**src/include/spi_timing_pkg.sv**
```systemverilog
/*
 * Constants for the serial master: format field positions, delay field
 * layout, reset values and word length.
 * Assumes the interface clock runs at 200 MHz and drives every register.
 */
// How it works
// Global control bit 0 enables master operation
// Format bit 16 selects clock phase
// Format bit 17 selects clock polarity
// Clock period prescale plus one, zero gives two
// Prescale comes from format bits 15 to 8
// Delay register holds both select delays
// First edge after select delay plus 2/3
// Select held half period plus delay plus one
// Ready sampled within delay plus 1 or 2
// No clock edges until ready sampled low
package spi_timing_pkg;
    // ------------------------------------------------------------
    // Field positions
    // ------------------------------------------------------------
    localparam int MASTER_BIT    = 0;
    localparam int PHASE_BIT     = 16;
    localparam int POLARITY_BIT  = 17;
    localparam int PRESCALE_LSB  = 8;
    localparam int PRESCALE_MSB  = 15;
    localparam int C2T_LSB       = 8;
    localparam int C2T_MSB       = 15;
    localparam int T2C_LSB       = 0;
    localparam int T2C_MSB       = 7;
    // ------------------------------------------------------------
    // Counts and reset values
    // ------------------------------------------------------------
    localparam int WORD_BITS     = 16;
    localparam logic [7:0] C2T_EXTRA      = 8'h02;
    localparam logic [7:0] C2T_EXTRA_HOLD = 8'h03;
    localparam logic [7:0] T2C_EXTRA      = 8'h01;
    localparam logic [7:0] MIN_HALF       = 8'h01;
    localparam logic [15:0] SHIFT_RESET   = 16'h0000;
endpackage : spi_timing_pkg

```
**src/include/spi_clk_if.sv**
```systemverilog
/*
 * Carrier between the master sequencer and its serial clock generator.
 * Assumes both ends share the single interface clock.
 */
`timescale 1ns/1ps
interface spi_clk_if;
    logic       run;      // Generator toggles while high
    logic [7:0] prescale; // Prescale of the current word
    logic       tick;     // Serial clock half-period boundary
    logic [7:0] half;     // Cycles in the longer half-period
    modport gen (input run, input prescale, output tick, output half);
    modport seq (output run, output prescale, input tick, input half);
endinterface : spi_clk_if

```
**src/spi_clk_gen.sv**
```systemverilog
/*
 * Serial clock half-period generator.
 * Assumes the sequencer holds prescale steady while run is high.
 */
`timescale 1ns/1ps
module spi_clk_gen (
    // Clock and reset
    input  wire logic I_CLOCK,
    input  wire logic I_SRST,
    // Sequencer side
    spi_clk_if.gen    clk_port
);
    // ------------------------------------------------------------
    // Half-period length
    // ------------------------------------------------------------
    // Period is prescale+1 cycles, or 2 for prescale 0; odd periods get the longer half first
    logic [8:0] period;
    logic [7:0] half_lo;
    logic [7:0] half_hi;
    logic       phase;
    logic [7:0] count;
    assign period  = (clk_port.prescale == 8'h00) ? 9'd2 : {1'b0, clk_port.prescale} + 9'd1;
    assign half_lo = period[8:1];
    assign half_hi = period[8:1] + {7'h00, period[0]};
    assign clk_port.half = half_hi;
    assign clk_port.tick = clk_port.run && (count == 8'h01);

    // Count down each half-period
    always_ff @(posedge I_CLOCK) begin
        if (I_SRST || !clk_port.run) begin
            count <= half_hi;
            phase <= 1'b0;
        end else if (count == 8'h01) begin
            count <= phase ? half_hi : half_lo;
            phase <= ~phase;
        end else begin
            count <= count - 8'h01;
        end
    end
endmodule : spi_clk_gen

```
**src/spi_master_timing.sv**
```systemverilog
/*
 * Serial master: select-to-clock and clock-to-select timing, prescaled
 * serial clock, polarity choice and slave-ready handshake, one word per
 * start pulse.
 * Assumes all inputs are synchronous to I_CLOCK and that software holds
 * the format and delay settings steady during a word.
 */
`timescale 1ns/1ps
module spi_master_timing #(
    parameter int WORD_BITS = spi_timing_pkg::WORD_BITS
) (
    // Clock and reset
    input  wire logic                 I_CLOCK,
    input  wire logic                 I_SRST,
    // Settings
    input  wire logic [31:0]          i_global_control_register,
    input  wire logic [31:0]          i_word_format_register,
    input  wire logic [15:0]          i_delay_setting_register,
    input  wire logic                 i_select_hold_enable,
    // Word request
    input  wire logic                 i_start,
    input  wire logic [WORD_BITS-1:0] i_tx_word,
    // Serial pins
    input  wire logic                 i_master_data_in,
    input  wire logic                 i_slave_ready_n,
    output logic                      o_serial_clock_pin,
    output logic                      o_master_data_out,
    output logic                      o_select_n,
    // Status
    output logic                      o_busy,
    output logic                      o_done,
    output logic [WORD_BITS-1:0]      o_rx_word
);
    typedef enum logic [4:0] {
        S_IDLE  = 5'b00001,
        S_SETUP = 5'b00010,
        S_SHIFT = 5'b00100,
        S_HOLD  = 5'b01000,
        S_WAIT  = 5'b10000
    } state_t;

    spi_clk_if clk_port ();

    spi_clk_gen u_gen (
        .I_CLOCK  (I_CLOCK),
        .I_SRST   (I_SRST),
        .clk_port (clk_port)
    );

    // ------------------------------------------------------------
    // Setting decode
    // ------------------------------------------------------------
    wire       master_en = i_global_control_register[spi_timing_pkg::MASTER_BIT];
    wire       phase_sel = i_word_format_register[spi_timing_pkg::PHASE_BIT];
    wire       polarity  = i_word_format_register[spi_timing_pkg::POLARITY_BIT];
    wire [7:0] prescale  =
        i_word_format_register[spi_timing_pkg::PRESCALE_MSB:spi_timing_pkg::PRESCALE_LSB];
    wire [7:0] c2t = i_delay_setting_register[spi_timing_pkg::C2T_MSB:spi_timing_pkg::C2T_LSB];
    wire [7:0] t2c = i_delay_setting_register[spi_timing_pkg::T2C_MSB:spi_timing_pkg::T2C_LSB];
    // Nine-bit sums so a full delay does not wrap
    wire [8:0] setup_len = {1'b0, c2t} + {1'b0, i_select_hold_enable ?
                           spi_timing_pkg::C2T_EXTRA_HOLD : spi_timing_pkg::C2T_EXTRA};
    wire [8:0] ready_len = {1'b0, c2t} + 9'd1;

    // ------------------------------------------------------------
    // Sequencer state
    // ------------------------------------------------------------
    state_t               state;
    logic [8:0]           timer;
    logic [5:0]           edges;
    logic                 ready_seen;
    logic                 sclk;
    logic [WORD_BITS-1:0] shift_out;
    logic [WORD_BITS-1:0] shift_in;
    logic                 phase_r;
    logic                 sample_due;

    // Tick toggles the clock; even edge count ones are leading edges
    wire tick      = clk_port.tick;
    wire lead_edge = tick && !edges[0];
    wire last_edge = tick && (edges == 6'(2 * WORD_BITS - 1));
    wire timer_end = (timer == 9'd1);
    // Ready is first sampled at c2t+1 cycles into the setup window
    wire ready_pt  = (state == S_SETUP) && (timer == setup_len - ready_len);

    assign clk_port.run      = (state == S_SHIFT);
    assign clk_port.prescale = prescale;

    // State and timer update
    always_ff @(posedge I_CLOCK) begin
        if (I_SRST) begin
            state      <= S_IDLE;
            timer      <= 9'd0;
            ready_seen <= 1'b0;
        end else begin
            case (state)
                S_IDLE: begin
                    if (i_start && master_en) begin
                        state      <= S_SETUP;
                        timer      <= setup_len;
                        ready_seen <= 1'b0;
                    end
                end
                S_SETUP: begin
                    if (ready_pt && !i_slave_ready_n) begin
                        ready_seen <= 1'b1;
                    end
                    if (timer_end) begin
                        // Slave not ready: keep select, re-sample each cycle
                        if (ready_seen || !i_slave_ready_n) begin
                            state <= S_SHIFT;
                        end
                    end else begin
                        timer <= timer - 9'd1;
                    end
                end
                S_SHIFT: begin
                    if (last_edge) begin
                        state <= S_HOLD;
                        // Half period, then delay plus one cycle
                        timer <= {1'b0, clk_port.half} + {1'b0, t2c} + {1'b0, spi_timing_pkg::T2C_EXTRA};
                    end
                end
                S_HOLD: begin
                    if (timer_end) begin
                        state <= S_WAIT;
                    end else begin
                        timer <= timer - 9'd1;
                    end
                end
                S_WAIT: begin
                    state <= S_IDLE;
                end
                default: begin
                    state <= S_IDLE;
                end
            endcase
        end
    end

    // Edge counter and serial clock level
    always_ff @(posedge I_CLOCK) begin
        if (I_SRST) begin
            edges <= 6'd0;
            sclk  <= 1'b0;
        end else if (state != S_SHIFT) begin
            edges <= 6'd0;
            sclk  <= polarity;
        end else if (tick) begin
            edges <= edges + 6'd1;
            sclk  <= ~sclk;
        end
    end

    // Transmit shift; phase 0 shifts on the trailing edge
    always_ff @(posedge I_CLOCK) begin
        if (I_SRST) begin
            shift_out <= spi_timing_pkg::SHIFT_RESET;
            phase_r   <= 1'b0;
        end else if (state == S_IDLE && i_start && master_en) begin
            shift_out <= i_tx_word;
            phase_r   <= phase_sel;
        end else if (state == S_SHIFT && tick) begin
            if (!(lead_edge ^ phase_r) && (!phase_r || edges != 6'd0)) begin
                shift_out <= {shift_out[WORD_BITS-2:0], 1'b0};
            end
        end
    end

    // Receive sample one cycle after the tick, when the pin edge is out;
    // sampling at the tick itself would read the slave's bit too early
    always_ff @(posedge I_CLOCK) begin
        if (I_SRST) begin
            sample_due <= 1'b0;
            shift_in   <= spi_timing_pkg::SHIFT_RESET;
        end else begin
            sample_due <= (state == S_SHIFT) && tick && (lead_edge ^ phase_r);
            if (sample_due) begin
                shift_in <= {shift_in[WORD_BITS-2:0], i_master_data_in};
            end
        end
    end

    // ------------------------------------------------------------
    // Registered outputs
    // ------------------------------------------------------------
    always_ff @(posedge I_CLOCK) begin
        if (I_SRST) begin
            o_serial_clock_pin <= 1'b0;
            o_master_data_out  <= 1'b0;
            o_select_n         <= 1'b1;
            o_busy             <= 1'b0;
            o_done             <= 1'b0;
            o_rx_word          <= spi_timing_pkg::SHIFT_RESET;
        end else begin
            o_serial_clock_pin <= sclk;
            o_master_data_out  <= shift_out[WORD_BITS-1];
            o_select_n         <= !(state == S_SETUP || state == S_SHIFT || state == S_HOLD);
            o_busy             <= (state != S_IDLE);
            o_done             <= (state == S_WAIT);
            if (state == S_WAIT) begin
                o_rx_word <= shift_in;
            end
        end
    end
endmodule : spi_master_timing
```
**config.mk**
```make
export PLATFORM = sky130hd
export DESIGN_NAME = spi_master_timing
export DESIGN_NICKNAME = d
export VERILOG_FILES = /design/src/include/spi_timing_pkg.sv /design/src/include/spi_clk_if.sv /design/src/spi_clk_gen.sv /design/src/spi_master_timing.sv
export SDC_FILE = /design/constraint.sdc
export NUM_CORES = 1
export LEC_CHECK = 0
export BUFFER_PORTS_ARGS = -buffer_cell sky130_fd_sc_hd__buf_2
export CAP_MARGIN = 10
export CORE_MARGIN = 2
export CORE_UTILIZATION = 30
export CTS_CLUSTER_SIZE = 12
export DETAILED_ROUTE_END_ITERATION = 12
export PLACE_DENSITY = 0.51
export REMOVE_ABC_BUFFERS = 1
export SLEW_MARGIN = 20
export SYNTH_ARGS = -nofsm -noshare
export SYNTH_HDL_FRONTEND = slang
export SYNTH_SLANG_ARGS = --single-unit
export TNS_END_PERCENT = 1
```
**constraint.sdc**
```tcl
create_clock -name I_CLOCK -period 2.97 [get_ports I_CLOCK]
set_input_delay 0 -clock I_CLOCK [delete_from_list [all_inputs] [get_ports I_CLOCK]]
set_output_delay 0 -clock I_CLOCK [all_outputs]
set_load 0.02 [all_outputs]
```
==> results of run 1 <==
[layout by cell type, fill, tap and decap left out, types with 4 or more instances in the layout]
cell,count
a211oi_1,8
a21oi_1,47
a22oi_1,16
a31oi_1,5
buf_2,69
buf_4,38
clkbuf_16,9
dfxtp_1,86
dlygate4sd3_1,19
ha_1,25
inv_1,32
mux2i_1,21
nand2_1,73
nand2b_1,8
nand3_1,14
nand3b_1,4
nand4_1,5
nor2_1,69
nor3_1,16
nor3b_1,4
nor4_1,5
o21a_1,6
o21ai_0,11
o22a_1,4
o22ai_1,13
xnor2_1,29
xor2_1,25
[how the worst max path moves through the flow]
stage	start	endpoint	slack [ns]	cells past startpoint
CTS	i_word_format_register[13]	timer[6]	0.19	19
finish	i_word_format_register[8]	timer[7]	0.22	16
global placement	i_word_format_register[8]	timer[7]	-0.08	16
detailed placement	i_word_format_register[13]	timer[7]	-0.17	17
floorplan	i_word_format_register[8]	timer[7]	0.06	16
global route	i_word_format_register[8]	timer[8]	0.008	19
[power groups by stage]
stage	combinational [mW]	clock (mW)	sequential (mW)
floorplan	0.846	0	1.40
global placement	1.15	0	1.43
detailed placement	1.16	0	1.43
CTS	1.19	1.11	1.40
global route	1.32	1.16	1.43
finish	1.19	1.07	1.41
[worst reg2reg max path: cells and delay by family, from the launching register on]
| kind | cells | cell delay (ns) |
|---|---|---|
| compound gates | 2 | 0.26 |
| fa+ha+maj | 1 | 0.21 |
| flops | 1 | 0.36 |
| simple gates | 5 | 1.37 |
[kinds of logic (layout without fill, tap and decap cells)]
logic type | Yosys count | after routing | share of synthesized area [%]
simple gates | 219 | 219 | 20.5
compound gates | 135 | 135 | 18.0
flops | 86 | 86 | 34.6
buf+inv | 62 | 174 | 5.19
xor+xnor | 56 | 56 | 10.2
fa+ha+maj | 28 | 28 | 7.20
mux | 21 | 21 | 4.23
[cell type report]
| type | count | area, um^2 |
|---|---|---|
| clock buffer | 11 | 243 |
| clock inverter | 5 | 42.5 |
| fill | 1681 | 10200 |
| inverter | 32 | 120 |
| multi-input combinational | 459 | 3020 |
| sequential | 86 | 1720 |
| tap | 220 | 275 |
| timing repair buffer | 126 | 821 |
[stage by stage]
step           std cells  hold WS (ns)  util (%)  area, um^2  power, mW
2_1_floorplan        577        0.0646         -        4830       2.25
3_3_place_gp         904         0.241      35.0        5740       2.57
3_5_place_dp         904         0.253      35.0        5740       2.59
4_1_cts              939        0.0633      37.9        6210       3.70
5_1_grt              939        0.0704      38.0        6240       3.91
6_report             939        0.0695      38.0        6240       3.67
[timing repair]
action,4_1_cts,5_1_grt
resized for setup,0,5
setup endpoints to repair,0,3
hold buffers,19,0
hold endpoints to repair,19,0
setup buffers,0,0
[sequential cells by signal, indices dropped and copies added (netlist names)]
register	flops
sclk	1
o_busy	1
u_gen.phase	1
shift_out	16
o_select_n	1
phase_r	1
state	5
o_rx_word	16
shift_in	16
o_serial_clock_pin	1
sample_due	1
o_done	1
ready_seen	1
u_gen.count	8
o_master_data_out	1
edges	6
timer	9
[metal layers]
layer  GRT usage [%]  up-vias  wire length [um]
met2            23.9       84              5910
met3            2.80       14               363
li1                -     2329                 -
met5               0        -                 0
met1            18.3     2096              5880
met4            3.64        0               108
==> flow_summary.json, run 1 <==
{
  "fin_worst_skew_ns": 0.00890,
  "portBuffers": 69,
  "antenna_found_initial": 0,
  "vias_per_cell": 4.82,
  "maxCapViolCount": 0,
  "core_mm2": 0.0164,
  "power_density_mw_per_mm2": 588,
  "cts_root_buffer": "clkbuf_16",
  "synth_top_flop_cell": "dfxtp_1",
  "post_drt_wl_per_cell_um": 13.1,
  "status": "finished clean",
  "crit_type": "input port to register",
  "fin_crit_sh_pct": 92.5,
  "synthMostInstantiatedCell": "dfxtp_1",
  "setup_tns_ns": 0,
  "track_usage_pct": 14.1,
  "die_w_um": 133,
  "syn_to_final_growth_pct": 25.6,
  "end_kind": "register",
  "yosysUniqueCellTypes": 59,
  "synthCells": 607,
  "final-hold-violation-count": 0,
  "synth_top_area_share_pct": 34.6,
  "clk_latency_ns": 0.34,
  "core.rowCount": 47,
  "period_minus_slack_ns": 2.75,
  "clockBufferDepth": 2,
  "worst-r2r-setup-slack_ns": 0.69,
  "crit_fanout": 4,
  "setup_viol": 0,
  "critPathLaunchType": "input port",
  "power_frac_seq_pct": 38.3,
  "synth-seq-cells": 86,
  "pwr-share-comb_pct": 32.4,
  "synth_seq_area_share_pct": 34.6,
  "drive_gt1_share_pct": 18.8,
  "dp_hpwl_um": 9200,
  "swShare_pct": 33.3,
  "cp_slowest_cell": "or3_1",
  "cts.sinks": 86,
  "p_sw_mw": 1.22,
  "yosysTopAreaCell": "dfxtp_1",
  "r2r-end": "shift_out[3]",
  "vdd_drop_max_mv": 0.326,
  "gr-total-overflow": 0,
  "die_h_um": 133,
  "initial_utilization_pct": 30.3,
  "cts.clk_slew.worst_paths_ns": 0.06,
  "gp_congestion": 0.796,
  "io_pins": 123,
  "worst-path-buf-inv": 3,
  "rsz0062_at_grt": "false",
  "cts_htree_levels": 3,
  "rr_worst_depth": 8,
  "synth_common_cells": "dfxtp_1, nand2_1, nor2_1",
  "cp_common_cell": "ha_1",
  "cp_data_required_time_ns": 3.18,
  "postRouteAntennaNets": 0,
  "postLayoutSetupSlackWorst_ns": 0.221,
  "maxSlewHeadroom_pct": 37.8,
  "cellLeakagePower_nw": 2.53,
  "n_antenna_cell": 0,
  "synth.area.top_cells": "dfxtp_1, ha_1, nand2_1, xnor2_1, nor2_1",
  "min_path_type": "input port to register",
  "holdPathStages": 2,
  "grt_pass1_vias": 4329,
  "ys_warn_count": 0,
  "synth_edf_count": 0,
  "slew_viol_final": 0,
  "drt-total-wl_um": 12300,
  "drtIter0Drc": 169,
  "dp_worst_setup_slack_ns": -0.173,
  "syn_avg_cell_area_um2": 8.19,
  "worst_slew_pin_slew_ns": 0.932,
  "synth-async-reset-ratio_pct": 0,
  "hp-start": "I_SRST",
  "vias": 4523,
  "whs_endpoint": "timer[2]",
  "slowest_delay_ns": 0.35,
  "dr.pass1.iters": 4,
  "final_net_count": 844,
  "grt_max_degree": 58,
  "max_freq_ghz": 0.364,
  "reg2reg_from": "u_gen.count[0]",
  "critPathTopFamily": "adder cells",
  "clkPwrFrac_pct": 29.3,
  "cts_tree": "yes",
  "cp_cell_sequence": "buf_2 > inv_1 > ha_1 > and3_1 > or2_2 > ha_1 > ha_2 > buf_4 > xor2_1 > ha_1 > o21ai_0 > a21boi_0 > o2111a_1 > or3_1 > a31oi_1 > a211oi_2",
  "drc": 0,
  "dieArea_mm2": 0.0176,
  "internal_power_mw": 2.45,
  "numCtsBuffers": 9,
  "synth_area_mm2": 0.00497,
  "grt_first_pass_wirelength_um": 20500,
  "worst_ep_arrival_time_ns": 2.96
}
Note: power is estimated with default switching activity, not from simulation.
==> inputs of run 2 (changes only) <==
- GPL_TIMING_DRIVEN: default -> 0
- SKIP_LAST_GASP: default -> 1
- clock period: 2.97 -> 2.4 ns (I/O delays scaled with it)
==> flow_summary.json, run 2 (synthesized netlist as in run 1, its figures left out) <==
{
  "status": "finished with violations",
  "failed_checks": "negative setup slack",
  "cts_htree_levels": 3,
  "core.rowCount": 47,
  "dp_worst_setup_slack_ns": -1.02,
  "cp_common_cell": "ha_4",
  "cts_tree": "yes",
  "crit_type": "input port to register",
  "final_cell_mix": "dfxtp_1, nand2_1, nor2_1, buf_2, a21oi_1",
  "drt-total-wl_um": 12300,
  "fin_worst_skew_ns": 0.00787,
  "gp_congestion": 0.820,
  "grt_pass1_vias": 4304,
  "grt_first_pass_wirelength_um": 20400,
  "n_antenna_cell": 0,
  "fin_crit_sh_pct": 106,
  "period_minus_slack_ns": 2.55,
  "vias": 4456,
  "end_kind": "register",
  "portBuffers": 69,
  "post_drt_wl_per_cell_um": 13.5,
  "maxCapViolCount": 0,
  "die_h_um": 133,
  "vias_per_cell": 4.89,
  "critical_path.startpoint": "i_word_format_register[8]",
  "clk_latency_ns": 0.35,
  "cp_data_required_time_ns": 2.60,
  "drive_gt1_share_pct": 18.2,
  "cellLeakagePower_nw": 2.42,
  "max_freq_ghz": 0.393,
  "die_w_um": 133,
  "numCtsBuffers": 9,
  "cp_slowest_cell": "or3_4",
  "cts.sinks": 86,
  "postRouteAntennaNets": 0,
  "antenna_found_initial": 0,
  "track_usage_pct": 14.2,
  "timing.hold.ws_ns": 0.0604,
  "critPathTopFamily": "adder cells",
  "power_density_mw_per_mm2": 722,
  "final-hold-violation-count": 0,
  "cp_cell_sequence": "buf_6 > inv_2 > ha_2 > or2_4 > ha_4 > ha_4 > ha_1 > nor2b_1 > o21ai_0 > a21boi_1 > o2111a_1 > or3_4 > a31oi_4 > a211oi_2",
  "dp_hpwl_um": 8730,
  "cts.clk_slew.worst_paths_ns": 0.06,
  "final_net_count": 817,
  "cts_root_buffer": "clkbuf_16",
  "top_regs": "o_rx_word (16), shift_in (16), shift_out (16)",
  "setup_tns_ns": -0.371,
  "maxSlewHeadroom_pct": 39.4,
  "io_pins": 123,
  "clockBufferDepth": 2,
  "postLayoutSetupSlackWorst_ns": -0.147,
  "reg2reg_from": "state[1]",
  "min_path_type": "input port to register",
  "drtIter0Drc": 164,
  "vdd_drop_max_mv": 0.413,
  "crit_fanout": 4,
  "dr.pass1.iters": 4,
  "core_mm2": 0.0164,
  "initial_utilization_pct": 30.3,
  "worst_ep_arrival_time_ns": 2.74,
  "hp-start": "i_word_format_register[15]",
  "critPathLaunchType": "input port",
  "syn_to_final_growth_pct": 24.6,
  "final_common_cell": "dfxtp_1",
  "slew_viol_final": 0,
  "drc": 0,
  "rsz0062_at_grt": "true",
  "dieArea_mm2": 0.0176,
  "slowest_delay_ns": 0.38,
  "worst_slew_pin_slew_ns": 0.908,
  "setup_viol": 4,
  "worst-path-buf-inv": 2,
  "gr-total-overflow": 0,
  "grt_max_degree": 73,
  "nFillCells": 1688
}
-- run 2: routing by layer --
layer,share of wire (%),vias to the layer above,GRT usage (%)
li1,-,2274,-
met1,46,2060,17.9
met2,49,105,23.7
met3,4.1,17,3.33
met4,1.8,0,5.08
met5,0,-,0
-- run 2: cell type report --
type / count / area, um^2 / share of cell area (%)
Inverter: 32 / 120 / 1.94
Sequential cell: 86 / 1720 / 27.8
Clock buffer: 10 / 229 / 3.70
Timing Repair Buffer: 99 / 666 / 10.7
Tap cell: 220 / 275 / 4.45
Clock inverter: 6 / 47.5 / 0.768
Multi-Input combinational cell: 459 / 3130 / 50.6
-- run 2: through the flow --
step	utilization, %	total power, mW	instance area [um^2]	instances
3_3_place_gp	33.2	3.09	5450	866
2_1_floorplan	-	2.78	4830	577
5_1_grt	37.7	4.78	6190	912
6_report	37.7	4.47	6190	912
3_5_place_dp	33.2	3.11	5460	866
4_1_cts	37.1	4.49	6080	908
-- run 2: path summary, 6_finish.rpt --
check,cells past startpoint,to,slack [ns]
max,14,timer[7],-0.15
min reg2reg,2,o_rx_word[0],0.45
max reg2reg,6,u_gen.count[3],0.02
min,3,u_gen.count[7],0.06
-- run 2: repair_timing --
item,4_1_cts,5_1_grt
hold endpoints to repair,19,0
endpoints found under the setup margin,33,38
hold buffers,19,0
resized for setup,28,16
cloned,0,0
buffers inserted,7,4
pin swaps,11,12
-- run 2: power breakdown --
part           switching (mW)  internal (mW)  leakage (nW)  total (mW)
Sequential              0.162           1.57         0.700        1.73
Clock                   0.590          0.708         0.133        1.30
Combinational           0.754          0.685          1.59        1.44
Total                    1.51           2.96          2.42        4.47
-- run 2: worst min-delay path, cell delays in order --
cell and delay, ns:
buf_4 0.15, nand3_1 0.12, o22ai_1 0.08
